`src/common/smc_pkg.sv`:
```
// package: register layout, reset values and timing for the supply monitor
package smc_pkg;
	localparam logic [7:0]  SMC_CTRL_ADDR     = 8'hDF;
	localparam logic [7:0]  SMC_CTRL_RESET    = 8'hDE;
	localparam int          SMC_BIT_DGOOD     = 7;
	localparam int          SMC_BIT_AGOOD     = 6;
	localparam int          SMC_BIT_FLAG      = 5;
	localparam int          SMC_BIT_DTRIP_HI  = 4;
	localparam int          SMC_BIT_DTRIP_LO  = 3;
	localparam int          SMC_BIT_ATRIP_HI  = 2;
	localparam int          SMC_BIT_ATRIP_LO  = 1;
	localparam int          SMC_BIT_EN        = 0;
	// trip codes, shared by both supply fields
	localparam logic [1:0]  SMC_TRIP_4V63     = 2'h0;
	localparam logic [1:0]  SMC_TRIP_3V08     = 2'h1;
	localparam logic [1:0]  SMC_TRIP_2V93     = 2'h2;
	localparam logic [1:0]  SMC_TRIP_2V63     = 2'h3;
	// timing
	localparam longint      SMC_CLK_HZ        = 125_000_000;
	localparam longint      SMC_RECOVER_MS    = 250;
	localparam int          SMC_RECOVER_CYC   = int'(SMC_CLK_HZ * SMC_RECOVER_MS / 1000);
	localparam int          SMC_GLITCH_NS     = 1000;
	localparam int          SMC_GLITCH_CYC    = int'((SMC_GLITCH_NS * 125 + 999) / 1000);
	typedef enum logic [1:0] {
		SMC_ST_IDLE    = 2'b00,
		SMC_ST_LOW     = 2'b01,
		SMC_ST_RECOVER = 2'b10
	} smc_state_t;
endpackage

```
`src/common/smc_cmp_if.sv`:
```
// interface: filtered comparator levels between the conditioner and the controller
interface smc_cmp_if;
	logic d_good;
	logic a_good;
	modport src (output d_good, output a_good);
	modport dst (input d_good, input a_good);
endinterface

```
`src/rtl/smc_sync_filter.sv`:
```
// one comparator: two-flop synchroniser followed by a glitch filter
module smc_sync_filter #(
	parameter int FILT_CYC = smc_pkg::SMC_GLITCH_CYC
) (
	// clock and reset
	input  wire logic clk_sys,
	input  wire logic rst_n,
	// comparator
	input  wire logic cmp_async,
	output logic      level_q
);
	import smc_pkg::*;
	localparam int CW = $clog2(FILT_CYC + 1);
	logic          s1_reg;
	logic          s2_reg;
	logic [CW-1:0] cnt_reg;
	// synchroniser, reset to supply good
	always_ff @(posedge clk_sys) begin
		if (!rst_n) begin
			s1_reg <= 1'b1;
			s2_reg <= 1'b1;
		end else begin
			s1_reg <= cmp_async;
			s2_reg <= s1_reg;
		end
	end
	// level accepted only after it holds FILT_CYC cycles
	always_ff @(posedge clk_sys) begin
		if (!rst_n) begin
			cnt_reg <= '0;
			level_q <= 1'b1;
		end else if (s2_reg == level_q) begin
			cnt_reg <= '0;
		end else if (cnt_reg == CW'(FILT_CYC - 1)) begin
			cnt_reg <= '0;
			level_q <= s2_reg;
		end else begin
			cnt_reg <= cnt_reg + 1'b1;
		end
	end
endmodule

```
`src/rtl/smc_cond.sv`:
```
// conditions both comparator outputs into the core clock domain
module smc_cond #(
	parameter int FILT_CYC = smc_pkg::SMC_GLITCH_CYC
) (
	// clock and reset
	input  wire logic clk_sys,
	input  wire logic rst_n,
	// raw comparators
	input  wire logic cmp_d_async,
	input  wire logic cmp_a_async,
	// filtered levels
	smc_cmp_if.src    cmp
);
	genvar i;
	logic [1:0] raw;
	logic [1:0] lvl;
	assign raw = {cmp_d_async, cmp_a_async};
	generate
		for (i = 0; i < 2; i++) begin : g_ch
			smc_sync_filter #(.FILT_CYC(FILT_CYC)) u_sf (
				.clk_sys   (clk_sys),
				.rst_n     (rst_n),
				.cmp_async (raw[i]),
				.level_q   (lvl[i])
			);
		end
	endgenerate
	assign cmp.d_good = lvl[1];
	assign cmp.a_good = lvl[0];
endmodule

```
`src/rtl/smc_top.sv`:
```
// supply monitor control register, flag and recovery timer
// Operation
// - flag low-supply when either supply below threshold
// - set flag bit 5 when comparator low
// - clear flag after 250 ms recovery
// - software clear ignored while comparator low
// - bit 7 shows digital comparator, read-only
// - bit 6 shows analog comparator, read-only
// - irq gated by external enable bit
// - bits 4:3 select digital threshold
// - glitches filtered before setting flag
// - high variant: digital thresholds unusable, POR
// - low variant: POR equals lowest threshold
// - shared four-level encoding, analog bits 2:1
// - bit 0 enables monitor
module smc_top #(
	parameter int RECOVER_CYC = smc_pkg::SMC_RECOVER_CYC,
	parameter int FILT_CYC    = smc_pkg::SMC_GLITCH_CYC
) (
	// clock and reset
	input  wire logic       clk_sys,
	input  wire logic       rst_n,
	// special function register port
	input  wire logic [7:0] sfr_addr,
	input  wire logic       sfr_wr,
	input  wire logic [7:0] sfr_wdata,
	input  wire logic       sfr_rd,
	output logic      [7:0] sfr_rdata,
	// analog comparators, active high when supply good
	input  wire logic       cmp_d_async,
	input  wire logic       cmp_a_async,
	// interrupt enable from the secondary enable register
	input  wire logic       secondary_irq_enable_reg,
	// to analog and core
	output logic      [1:0] digital_trip_select,
	output logic      [1:0] analog_trip_select,
	output logic            monitor_enable,
	output logic            supply_irq
);
	import smc_pkg::*;
	localparam int TW = $clog2(RECOVER_CYC + 1);

	smc_cmp_if  cmp ();
	logic       flag_reg;
	logic       flag_next;
	logic [1:0] dtrip_reg;
	logic [1:0] atrip_reg;
	logic       en_reg;
	logic       dgood_reg;
	logic       agood_reg;
	logic [TW-1:0] tmr_reg;
	smc_state_t st_reg;
	smc_state_t st_next;
	logic       low_any;
	logic       wr_hit;
	logic       timeout;

	function automatic logic [7:0] smc_pack(input logic dg, input logic ag, input logic fl,
		input logic [1:0] dt, input logic [1:0] at, input logic en);
		smc_pack = {dg, ag, fl, dt, at, en};
	endfunction

	smc_cond #(.FILT_CYC(FILT_CYC)) u_cond (
		.clk_sys     (clk_sys),
		.rst_n       (rst_n),
		.cmp_d_async (cmp_d_async),
		.cmp_a_async (cmp_a_async),
		.cmp         (cmp)
	);

	assign wr_hit  = sfr_wr && (sfr_addr == SMC_CTRL_ADDR);
	assign low_any = en_reg && (!cmp.d_good || !cmp.a_good);
	assign timeout = (tmr_reg == TW'(RECOVER_CYC - 1));

	// live comparator status bits
	always_ff @(posedge clk_sys) begin
		if (!rst_n) begin
			dgood_reg <= SMC_CTRL_RESET[SMC_BIT_DGOOD];
			agood_reg <= SMC_CTRL_RESET[SMC_BIT_AGOOD];
		end else begin
			dgood_reg <= cmp.d_good;
			agood_reg <= cmp.a_good;
		end
	end

	// writable control fields; threshold choice acts on the analog comparators
	always_ff @(posedge clk_sys) begin
		if (!rst_n) begin
			dtrip_reg <= SMC_CTRL_RESET[SMC_BIT_DTRIP_HI:SMC_BIT_DTRIP_LO];
			atrip_reg <= SMC_CTRL_RESET[SMC_BIT_ATRIP_HI:SMC_BIT_ATRIP_LO];
			en_reg    <= SMC_CTRL_RESET[SMC_BIT_EN];
		end else if (wr_hit) begin
			dtrip_reg <= sfr_wdata[SMC_BIT_DTRIP_HI:SMC_BIT_DTRIP_LO];
			atrip_reg <= sfr_wdata[SMC_BIT_ATRIP_HI:SMC_BIT_ATRIP_LO];
			en_reg    <= sfr_wdata[SMC_BIT_EN];
		end
	end

	// recovery sequencer
	always_comb begin
		st_next = st_reg;
		case (st_reg)
			SMC_ST_IDLE: begin
				if (low_any) begin
					st_next = SMC_ST_LOW;
				end
			end
			SMC_ST_LOW: begin
				if (!low_any) begin
					st_next = SMC_ST_RECOVER;
				end
			end
			SMC_ST_RECOVER: begin
				if (low_any) begin
					st_next = SMC_ST_LOW;
				end else if (timeout) begin
					st_next = SMC_ST_IDLE;
				end
			end
			default: begin
				st_next = SMC_ST_IDLE;
			end
		endcase
	end

	always_ff @(posedge clk_sys) begin
		if (!rst_n) begin
			st_reg <= SMC_ST_IDLE;
		end else begin
			st_reg <= st_next;
		end
	end

	// recovery timer restarts whenever a supply drops again
	always_ff @(posedge clk_sys) begin
		if (!rst_n) begin
			tmr_reg <= '0;
		end else if (st_reg == SMC_ST_RECOVER && !low_any && !timeout) begin
			tmr_reg <= tmr_reg + 1'b1;
		end else begin
			tmr_reg <= '0;
		end
	end

	// flag: hardware set beats software clear
	always_comb begin
		flag_next = flag_reg;
		if (wr_hit) begin
			flag_next = sfr_wdata[SMC_BIT_FLAG];
		end
		if (st_reg == SMC_ST_RECOVER && timeout && !low_any) begin
			flag_next = 1'b0;
		end
		if (low_any) begin
			flag_next = 1'b1;
		end
	end

	always_ff @(posedge clk_sys) begin
		if (!rst_n) begin
			flag_reg <= SMC_CTRL_RESET[SMC_BIT_FLAG];
		end else begin
			flag_reg <= flag_next;
		end
	end

	// registered outputs
	always_ff @(posedge clk_sys) begin
		if (!rst_n) begin
			sfr_rdata           <= '0;
			supply_irq          <= 1'b0;
			digital_trip_select <= SMC_CTRL_RESET[SMC_BIT_DTRIP_HI:SMC_BIT_DTRIP_LO];
			analog_trip_select  <= SMC_CTRL_RESET[SMC_BIT_ATRIP_HI:SMC_BIT_ATRIP_LO];
			monitor_enable      <= SMC_CTRL_RESET[SMC_BIT_EN];
		end else begin
			if (sfr_rd && sfr_addr == SMC_CTRL_ADDR) begin
				sfr_rdata <= smc_pack(dgood_reg, agood_reg, flag_reg, dtrip_reg, atrip_reg, en_reg);
			end else begin
				sfr_rdata <= '0;
			end
			supply_irq          <= flag_reg && secondary_irq_enable_reg;
			digital_trip_select <= dtrip_reg;
			analog_trip_select  <= atrip_reg;
			monitor_enable      <= en_reg;
		end
	end
endmodule

```
`config.mk`:
```
export PLATFORM = sky130hd
export DESIGN_NAME = smc_top
export DESIGN_NICKNAME = d
export VERILOG_FILES = /design/src/common/smc_pkg.sv /design/src/common/smc_cmp_if.sv /design/src/rtl/smc_sync_filter.sv /design/src/rtl/smc_cond.sv /design/src/rtl/smc_top.sv
export SDC_FILE = /design/constraint.sdc
export NUM_CORES = 1
export LEC_CHECK = 0
export BUFFER_PORTS_ARGS = -buffer_cell sky130_fd_sc_hd__clkbuf_2
export CORE_ASPECT_RATIO = 1.4
export CORE_UTILIZATION = 50
export CTS_BUF_LIST = sky130_fd_sc_hd__clkbuf_16
export CTS_CLUSTER_DIAMETER = 30
export DETAILED_ROUTE_END_ITERATION = 12
export GPL_ROUTABILITY_DRIVEN = 0
export PLACE_DENSITY = 0.7
export SYNTH_ARGS = -nofsm -noshare
export SYNTH_HDL_FRONTEND = slang
export SYNTH_SLANG_ARGS = --single-unit
```
`constraint.sdc`:
```
create_clock -name clk_sys -period 5.9 [get_ports clk_sys]
set_clock_uncertainty 0.05 [all_clocks]
set_input_delay 1.77 -clock clk_sys [delete_from_list [all_inputs] [get_ports clk_sys]]
set_output_delay 1.77 -clock clk_sys [all_outputs]
set_load 0.02 [all_outputs]
```
# After elaboration in Yosys (flattened, before gate mapping)
# Index checks and enable logic that the tools add are counted.
# totals
reg_bits	69
latch_bits	0
mem_bits_rw	0
rom_bits	0
in_bits	23
out_inout_bits	14
word_cells	68
mem_count	0
# classes
add_sub_neg	3
mul	0
div	0
n_lt_le_gt_ge	0
n_eq_ne	11
shifts	0
n_mux	8
bitwise	3
reduce_logical	22
# ops
op	count
$add 25x1->25 const B	1
$eq 25x25->1 const B	1
$add 7x1->7 const B	2
$eq 7x7->1 const B	2
$eq 8x8->1 const B	1
$logic_and 1x1->1	8
$mux 2	4
$reduce_and 2->1	4
$pmux 2 s3	1
$reduce_or 3->1	2
$logic_not 1->1	4
$ne 2x2->1 const B	2
$mux 1	3
$ne 3x3->1 const B	1
$not 1->1	3
$reduce_and 3->1	1
$reduce_bool 3->1	1
$eq 1x1->1	2
$eq 2x1->1 const B	1
$eq 2x2->1 const B	1
$logic_not 2->1	1
$logic_or 1x1->1	1

# Longest topological paths before layout
# Gate-level depths: netlist of run 1.
# depth
depth_word	7
ltp_mapped	6

# By module
# Synthesis of run 1 repeated with hierarchy kept, for this count alone.
# hier_totals
cells_unflattened	292
area_unflattened_um2	2792.7
# by_module_without_submodules
mod	n_inst	cells_per_inst	area_each_um2
smc_top	1	204	1991.9
smc_sync_filter	2	44	400.4

# Least setup slack after synthesis of run 1
# No wires, ideal clock.
# synth_timing
kind	input to register
start	input port sfr_addr[5]
end	register atrip_reg[0]
setup_ns	0.128
arrival_time_ns	2.935
required_time_ns	5.722
path_slack_ns	2.787
stages	4
path_buffers	0
path_cell_list	nand4b_1 nor3_1 mux2i_1 nand2_1
# synth_between
elab_chain_cells	2
# synth_lines
item	line_no	rtl
start: declaration	smc_top.sv:24	input wire logic [7:0] sfr_addr,
$eq 8x8->1	smc_top.sv:71	assign wr_hit = sfr_wr && (sfr_addr == SMC_CTRL_ADDR);
$logic_and 1x1->1	smc_top.sv:71	
end signal: assignment	smc_top.sv:90	atrip_reg <= SMC_CTRL_RESET[SMC_BIT_ATRIP_HI:SMC_BIT_ATRIP_LO];
end signal: assignment	smc_top.sv:94	atrip_reg <= sfr_wdata[SMC_BIT_ATRIP_HI:SMC_BIT_ATRIP_LO];
end: declaration	smc_top.sv:47	logic [1:0] atrip_reg;
# No other way between the ends.
# A chain may end at the register's enable or synchronous reset.

# Worst setup path in the final report of run 1
# layout_timing
start	input port sfr_addr[5]
end	register dtrip_reg[0]
# layout_between
elab_chain_cells	2
# layout_lines
item	line_no	rtl
$eq 8x8->1	smc_top.sv:71	
$logic_and 1x1->1	smc_top.sv:71	
end signal: assignment	smc_top.sv:89	dtrip_reg <= SMC_CTRL_RESET[SMC_BIT_DTRIP_HI:SMC_BIT_DTRIP_LO];
end signal: assignment	smc_top.sv:93	dtrip_reg <= sfr_wdata[SMC_BIT_DTRIP_HI:SMC_BIT_DTRIP_LO];
end: declaration	smc_top.sv:46	logic [1:0] dtrip_reg;
# No other way between the ends.

==> results of run 1 <==
[power by group]
part / total (uW) / internal [uW] / leakage, uW / switching (uW)
Combinational: 15.9 / 6.85 / 0.000450 / 9.05
Sequential: 469 / 468 / 0.000557 / 0.889
Clock: 619 / 415 / 0.000170 / 204
[layout make-up]
cell class,count,area (um^2)
fill,442,1920
sequential,69,1380
multi-input combinational,195,1250
clock buffer,9,225
timing repair buffer,35,178
clock inverter,7,121
tap,66,82.6
inverter,12,45.0
[metrics by stage]
step           cells  area [um^2]  power, uW
6_report         393         3280       1100
5_1_grt          393         3280       1140
4_1_cts          393         3280       1110
3_5_place_dp     377         2930        495
3_3_place_gp     377         2930        495
2_1_floorplan    284         2700        486
[path summary, 6_finish.rpt]
kind / slack [ns] / to / depth (start not counted)
setup / recovery: 2.69 / dtrip_reg[0] / 5
hold / removal: 0.36 / u_cond.g_ch[0].u_sf.s2_reg / 1
setup reg to reg: 3.48 / st_reg[1] / 6
hold reg to reg: 0.36 / u_cond.g_ch[0].u_sf.s2_reg / 1
[cell usage after synthesis]
master     n  area share
nand2b_1  11       0.025
dfxtp_1   69        0.51
o21ai_1    1      0.0018
xnor2_1   14       0.045
and2_1    10       0.023
and3b_1    1      0.0032
inv_1     12       0.017
nand2_1   21       0.029
nand4b_1   1      0.0032
nand4_4    1      0.0079
clkbuf_1   7      0.0097
a211oi_1  10       0.028
mux2i_1    8       0.030
nor2_1    17       0.024
xor2_1    11       0.036
o31ai_1    3      0.0083
buf_2      1      0.0018
nor3_1    20       0.037
and3_1     3      0.0069
ha_1       5       0.023
and4_1     5       0.016
or3_1      7       0.016
nor4_1     4      0.0093
nand3_1   14       0.026
nor2b_1    2      0.0046
a21oi_1    2      0.0037
o21ai_0    9       0.017
nand4_1    9       0.021
or4_1      5       0.014
or2_2      1      0.0023
[cells by family (layout without fill, tap and decap cells)]
family	after synthesis	in the layout
AND/OR/NAND/NOR	132	132
flip-flops	69	69
AO/OA/AOI/OAI	25	25
XOR/XNOR	25	25
buffers and inverters	20	63
multiplexers	8	8
adder cells (fa/ha/maj)	5	5
[metal layers]
metal | up-vias | global-route usage
li1 | 1066 | -
met1 | 936 | 0.195
met3 | 11 | 0.0740
met5 | - | 0
met2 | 32 | 0.332
met4 | 0 | 0.0970
==> metrics.md, run 1 <==
| Metric | Value |
|---|---|
| Run status | `complete, no violations` |
| Max incr delay on CP | `0.93 ns` |
| Final WL | `about 4900 um` |
| Max reg flops | `25` |
| Met3 Routed Length | `186 um` |
| HP Class | `flip-flop to flip-flop` |
| Max FO, Critical Path | `6` |
| Final period util | `0.544` |
| Adder-cell area share of the yosys netlist | `0.0231` |
| Syn avg cell area | `9.52 um^2` |
| Most frequent cells in the layout | `dfxtp_1 (69), clkbuf_2 (34), nand2_1 (21)` |
| Initial drt markers | `66` |
| Setup TNS | `0 ns` |
| Skew-Pair Late Insertion Delay | `0.33 ns` |
| Fmax | `311 MHz` |
| Vias | `2045` |
| Max-Cap Viols | `0` |
| Max-slew violations | `0` |
| Largest net degree at the start of global routing | `27` |
| Starting Density | `0.520` |
| Hold_buf cts | `0` |
| Largest delay share family, worst path | `simple AND/OR/NAND/NOR gates` |
| Routed Antenna Nets | `0` |
| Drt first pass iters | `4` |
| # setup viols final | `0` |
| First-pass GRT wire length | `between 8000 and 9000 um` |
| CTS tree | `built` |
| Die ar. | `5710 um^2` |
| Die height | `89.0 um` |
| PD cells | `337 nW/um^2` |
| Fin Hold WS | `0.357 ns` |
| Seq/Total Area, Yosys | `0.511` |
| Diodes inserted | `0` |
| Core Util, Final | `0.631` |
| Setup Crit Path Kind | `primary input to flip-flop` |
| Vias/cell | `roughly 5.2` |
| Vias in the first global route | `1872` |
| GR Overflow Total | `0` |
| Detail Placement HPWL | `3270 um` |
| P_leak | `about 0.0012 uW` |
| Detailed-route DRC error count | `0` |
| HP Start | `u_cond.g_ch[0].u_sf.s1_reg` |
| CTS buffer count | `9` |
| Simple-gate share of the synthesized area | `0.269` |
| XOR/XNOR Fraction of Synth Area | `0.0810` |
| DRT met1 WL | `2170 um` |
| GRT Total Usage | `0.189` |
| Syn Inst Count | `~280` |
| RSZ-0062 raised after global routing | `no` |
| CTS Buffer Depth | `2` |
| Max Used Layer | `met4` |
| CP bufs+invs | `1` |
| Initial antenna violation count | `0` |
| CP arrival | `3.35 ns` |
| Setup Fix Bufs, Post-CTS | `0` |
| Row cnt | `31` |
| Number of port buffers | `34` |
| Drt wl/cell | `12.4 um` |
| Crit path launch | `sfr_addr[5]` |
| Slowest cell on crit path | `nor3_1` |
| Relative slew slack | `0.240` |
| Worst-margin pin slew | `between 1 and 1.5 ns` |
| Setup crit end kind | `flip-flop` |
| Area grow syn2layout | `21.3%` |
| Min Clock Period, post-route | `3.21 ns` |
| Post-synth cell types | `30` |
| Pre-CTS setup slack | `approximately 2.3 ns` |
| Worst-path clk slew | `0.06 ns` |
| CP cell instances | `clkbuf_2 -> nand4b_1 -> nor3_1 -> mux2i_1 -> nand2_1` |
| Yosys warns | `0` |
| Fin. Hold Viols | `0` |
| CTS root buf | `clkbuf_16` |
| Reg-to-Reg Start | `tmr_reg[0]` |
| Critical path required time | `around 6 ns` |
| # clock sinks | `69` |
| Layout cells sized above 1 | `0.162` |
| Core area | `5200 um^2` |
| Fin worst setup slack | `2.69 ns` |
| Critical Path Source Type | `primary input` |
| Nets | `350` |
| Compound-Gate Fraction of Synth Area | `0.0583` |
| Syn_nets | `312` |
| Number of synthesized register bits | `69` |
| Max IR drop VDD | `0.182 mV` |
| WL met2 | `roughly 2400 um` |
| CTS H-tree depth | `3` |
| Largest family of logic cells by synthesized area | `simple AND/OR/NAND/NOR gates` |
| Die X | `64.2 um` |
| Mux contribution to synthesized area | `0.0296` |
| Synthesized area | `2700 um^2` |
| Most common cell after layout, fill and taps aside | `dfxtp_1` |
| Resize count post-CTS | `0` |
| I/O pin count | `37` |
Note: power is estimated with default switching activity, not from simulation.
==> run 2: changes to the inputs <==
==> constraint.sdc (replaced) <==
create_clock -name clk_sys -period 3.03 [get_ports clk_sys]
set_clock_uncertainty 0.05 [all_clocks]
set_input_delay 0.909 -clock clk_sys [delete_from_list [all_inputs] [get_ports clk_sys]]
set_output_delay 0.909 -clock clk_sys [all_outputs]
set_load 0.02 [all_outputs]
==> run 2 against run 1 <==
  * Die area stayed put
  * Sequential share of layout area up 0.11 points
  * Worst hold slack better by 0.0033 ns
  * Sequential power up 95%
  * Wire length decreased by 2.9%
  * Global-route usage is 0.67 points lower
==> metrics.md, run 2 (synthesis results as in run 1) <==
| Metric | Value |
|---|---|
| Pre-CTS setup slack | `between 0.6 and 0.7 ns` |
| Initial drt markers | `72` |
| CTS Buffer Depth | `2` |
| Max reg flops | `25` |
| # setup viols final | `0` |
| Area grow syn2layout | `21.0%` |
| Detail Placement HPWL | `approximately 3300 um` |
| P_leak | `0.00117 uW` |
| Setup Fix Bufs, Post-CTS | `0` |
| CP dominant cell by count | `or4_1` |
| CTS buffer count | `9` |
| Max incr delay on CP | `0.74 ns` |
| Fin worst setup slack | `0.633 ns` |
| Worst-margin pin slew | `0.696 ns` |
| # clock sinks | `69` |
| Max FO, Critical Path | `11` |
| RSZ-0062 raised after global routing | `no` |
| Setup TNS | `0 ns` |
| Reg-to-Reg Start | `tmr_reg[0]` |
| CTS root buf | `clkbuf_16` |
| Initial antenna violation count | `0` |
| Drt first pass iters | `4` |
| Detailed-route DRC error count | `0` |
| Setup crit end kind | `flip-flop` |
| Skew-Pair Late Insertion Delay | `0.33 ns` |
| Layout cells sized above 1 | `0.172` |
| Final WL | `4750 um` |
| Final period util | `0.791` |
| Starting Density | `0.520` |
| Slowest cell on crit path | `or4_1` |
| Vias/cell | `5.25` |
| First-pass GRT wire length | `~7800 um` |
| Fin Hold WS | `0.361 ns` |
| Resize count post-CTS | `0` |
| Critical path required time | `between 3 and 4 ns` |
| Vias in the first global route | `1913` |
| Diodes inserted | `0` |
| Nets | `354` |
| HP Class | `flip-flop to flip-flop` |
| Setup Crit Path Kind | `flip-flop to flip-flop` |
| Overall power | `2000 uW` |
| Max-Cap Viols | `0` |
| Row cnt | `31` |
| GRT Total Usage | `0.182` |
| Run status | `complete, no violations` |
| Max-slew violations | `0` |
| Worst-path clk slew | `0.06 ns` |
| CTS H-tree depth | `3` |
| Hold_buf cts | `0` |
| CP arrival | `2.59 ns` |
| Min Clock Period, post-route | `between 2 and 2.5 ns` |
| Number of port buffers | `34` |
| Core area | `5200 um^2` |
| Crit path launch | `tmr_reg[0]` |
| PD cells | `612 nW/um^2` |
| Fill cells | `451` |
| Die height | `between 80 and 90 um` |
| CP cell instances | `ha_1 -> nand3_1 -> or4_1 -> or4_1 -> a211oi_1` |
| Die X | `roughly 64 um` |
| Drt wl/cell | `12.0 um` |
| Largest net degree at the start of global routing | `27` |
| Critical Path Source Type | `flip-flop` |
| HP Start | `u_cond.g_ch[1].u_sf.s1_reg` |
| I/O pin count | `37` |
| Relative slew slack | `0.532` |
| Routed Antenna Nets | `0` |
| Max IR drop VDD | `~0.41 mV` |
| Fmax | `417 MHz` |
| Vias | `about 2100` |
| GR Overflow Total | `0` |
| Die ar. | `5710 um^2` |
| CTS tree | `built` |
| Fin. Hold Viols | `0` |
| Most common cell after layout, fill and taps aside | `dfxtp_1` |
| Most frequent cells in the layout | `dfxtp_1 (69), clkbuf_2 (34), nand2_1 (21)` |
## run 2: stage by stage
step / cell area [um^2] / utilization / instances
2_1_floorplan: 2700 / - / 284
3_3_place_gp: 2960 / 0.570 / 381
3_5_place_dp: 2960 / 0.570 / 381
4_1_cts: 3270 / 0.629 / 397
5_1_grt: 3270 / 0.629 / 397
6_report: 3270 / 0.629 / 397
## run 2: area by class of cell
class,count,area [um^2],share of cell area
Inverter,12,45.0,0.0138
Clock inverter,7,82.6,0.0252
Multi-Input combinational cell,195,1250,0.381
Timing Repair Buffer,39,208,0.0635
Clock buffer,9,225,0.0689
Tap cell,66,82.6,0.0252
Sequential cell,69,1380,0.422
## run 2: power breakdown
group / leakage [uW] / internal [uW] / switching [uW]
clock: 0.000145 / 649 / 407
sequential: 0.000557 / 911 / 1.72
combinational: 0.000469 / 15.2 / 17.8
## run 2: final timing paths
kind	to	slack, ns	depth (start not counted)
setup / recovery	tmr_reg[22]	0.63	5
hold / removal	u_cond.g_ch[1].u_sf.s2_reg	0.36	1
setup reg to reg	tmr_reg[22]	0.63	5
hold reg to reg	u_cond.g_ch[1].u_sf.s2_reg	0.36	1
## run 2: metal layers
metal	routed length (um)	up-vias	global-route usage
met4	132	0	0.115
met2	2360	41	0.317
li1	-	1080	-
met1	2080	954	0.191
met3	172	11	0.0574
met5	0	-	0
## run 2: critical path, delay by kind of cell, from the launching register on
kind | cells | cell delay [ns]
AOI/OAI and AO/OA | 1 | 0.23
DFF | 1 | 0.38
and+or+nand+nor | 3 | 1.42
adders and majority gates | 1 | 0.22
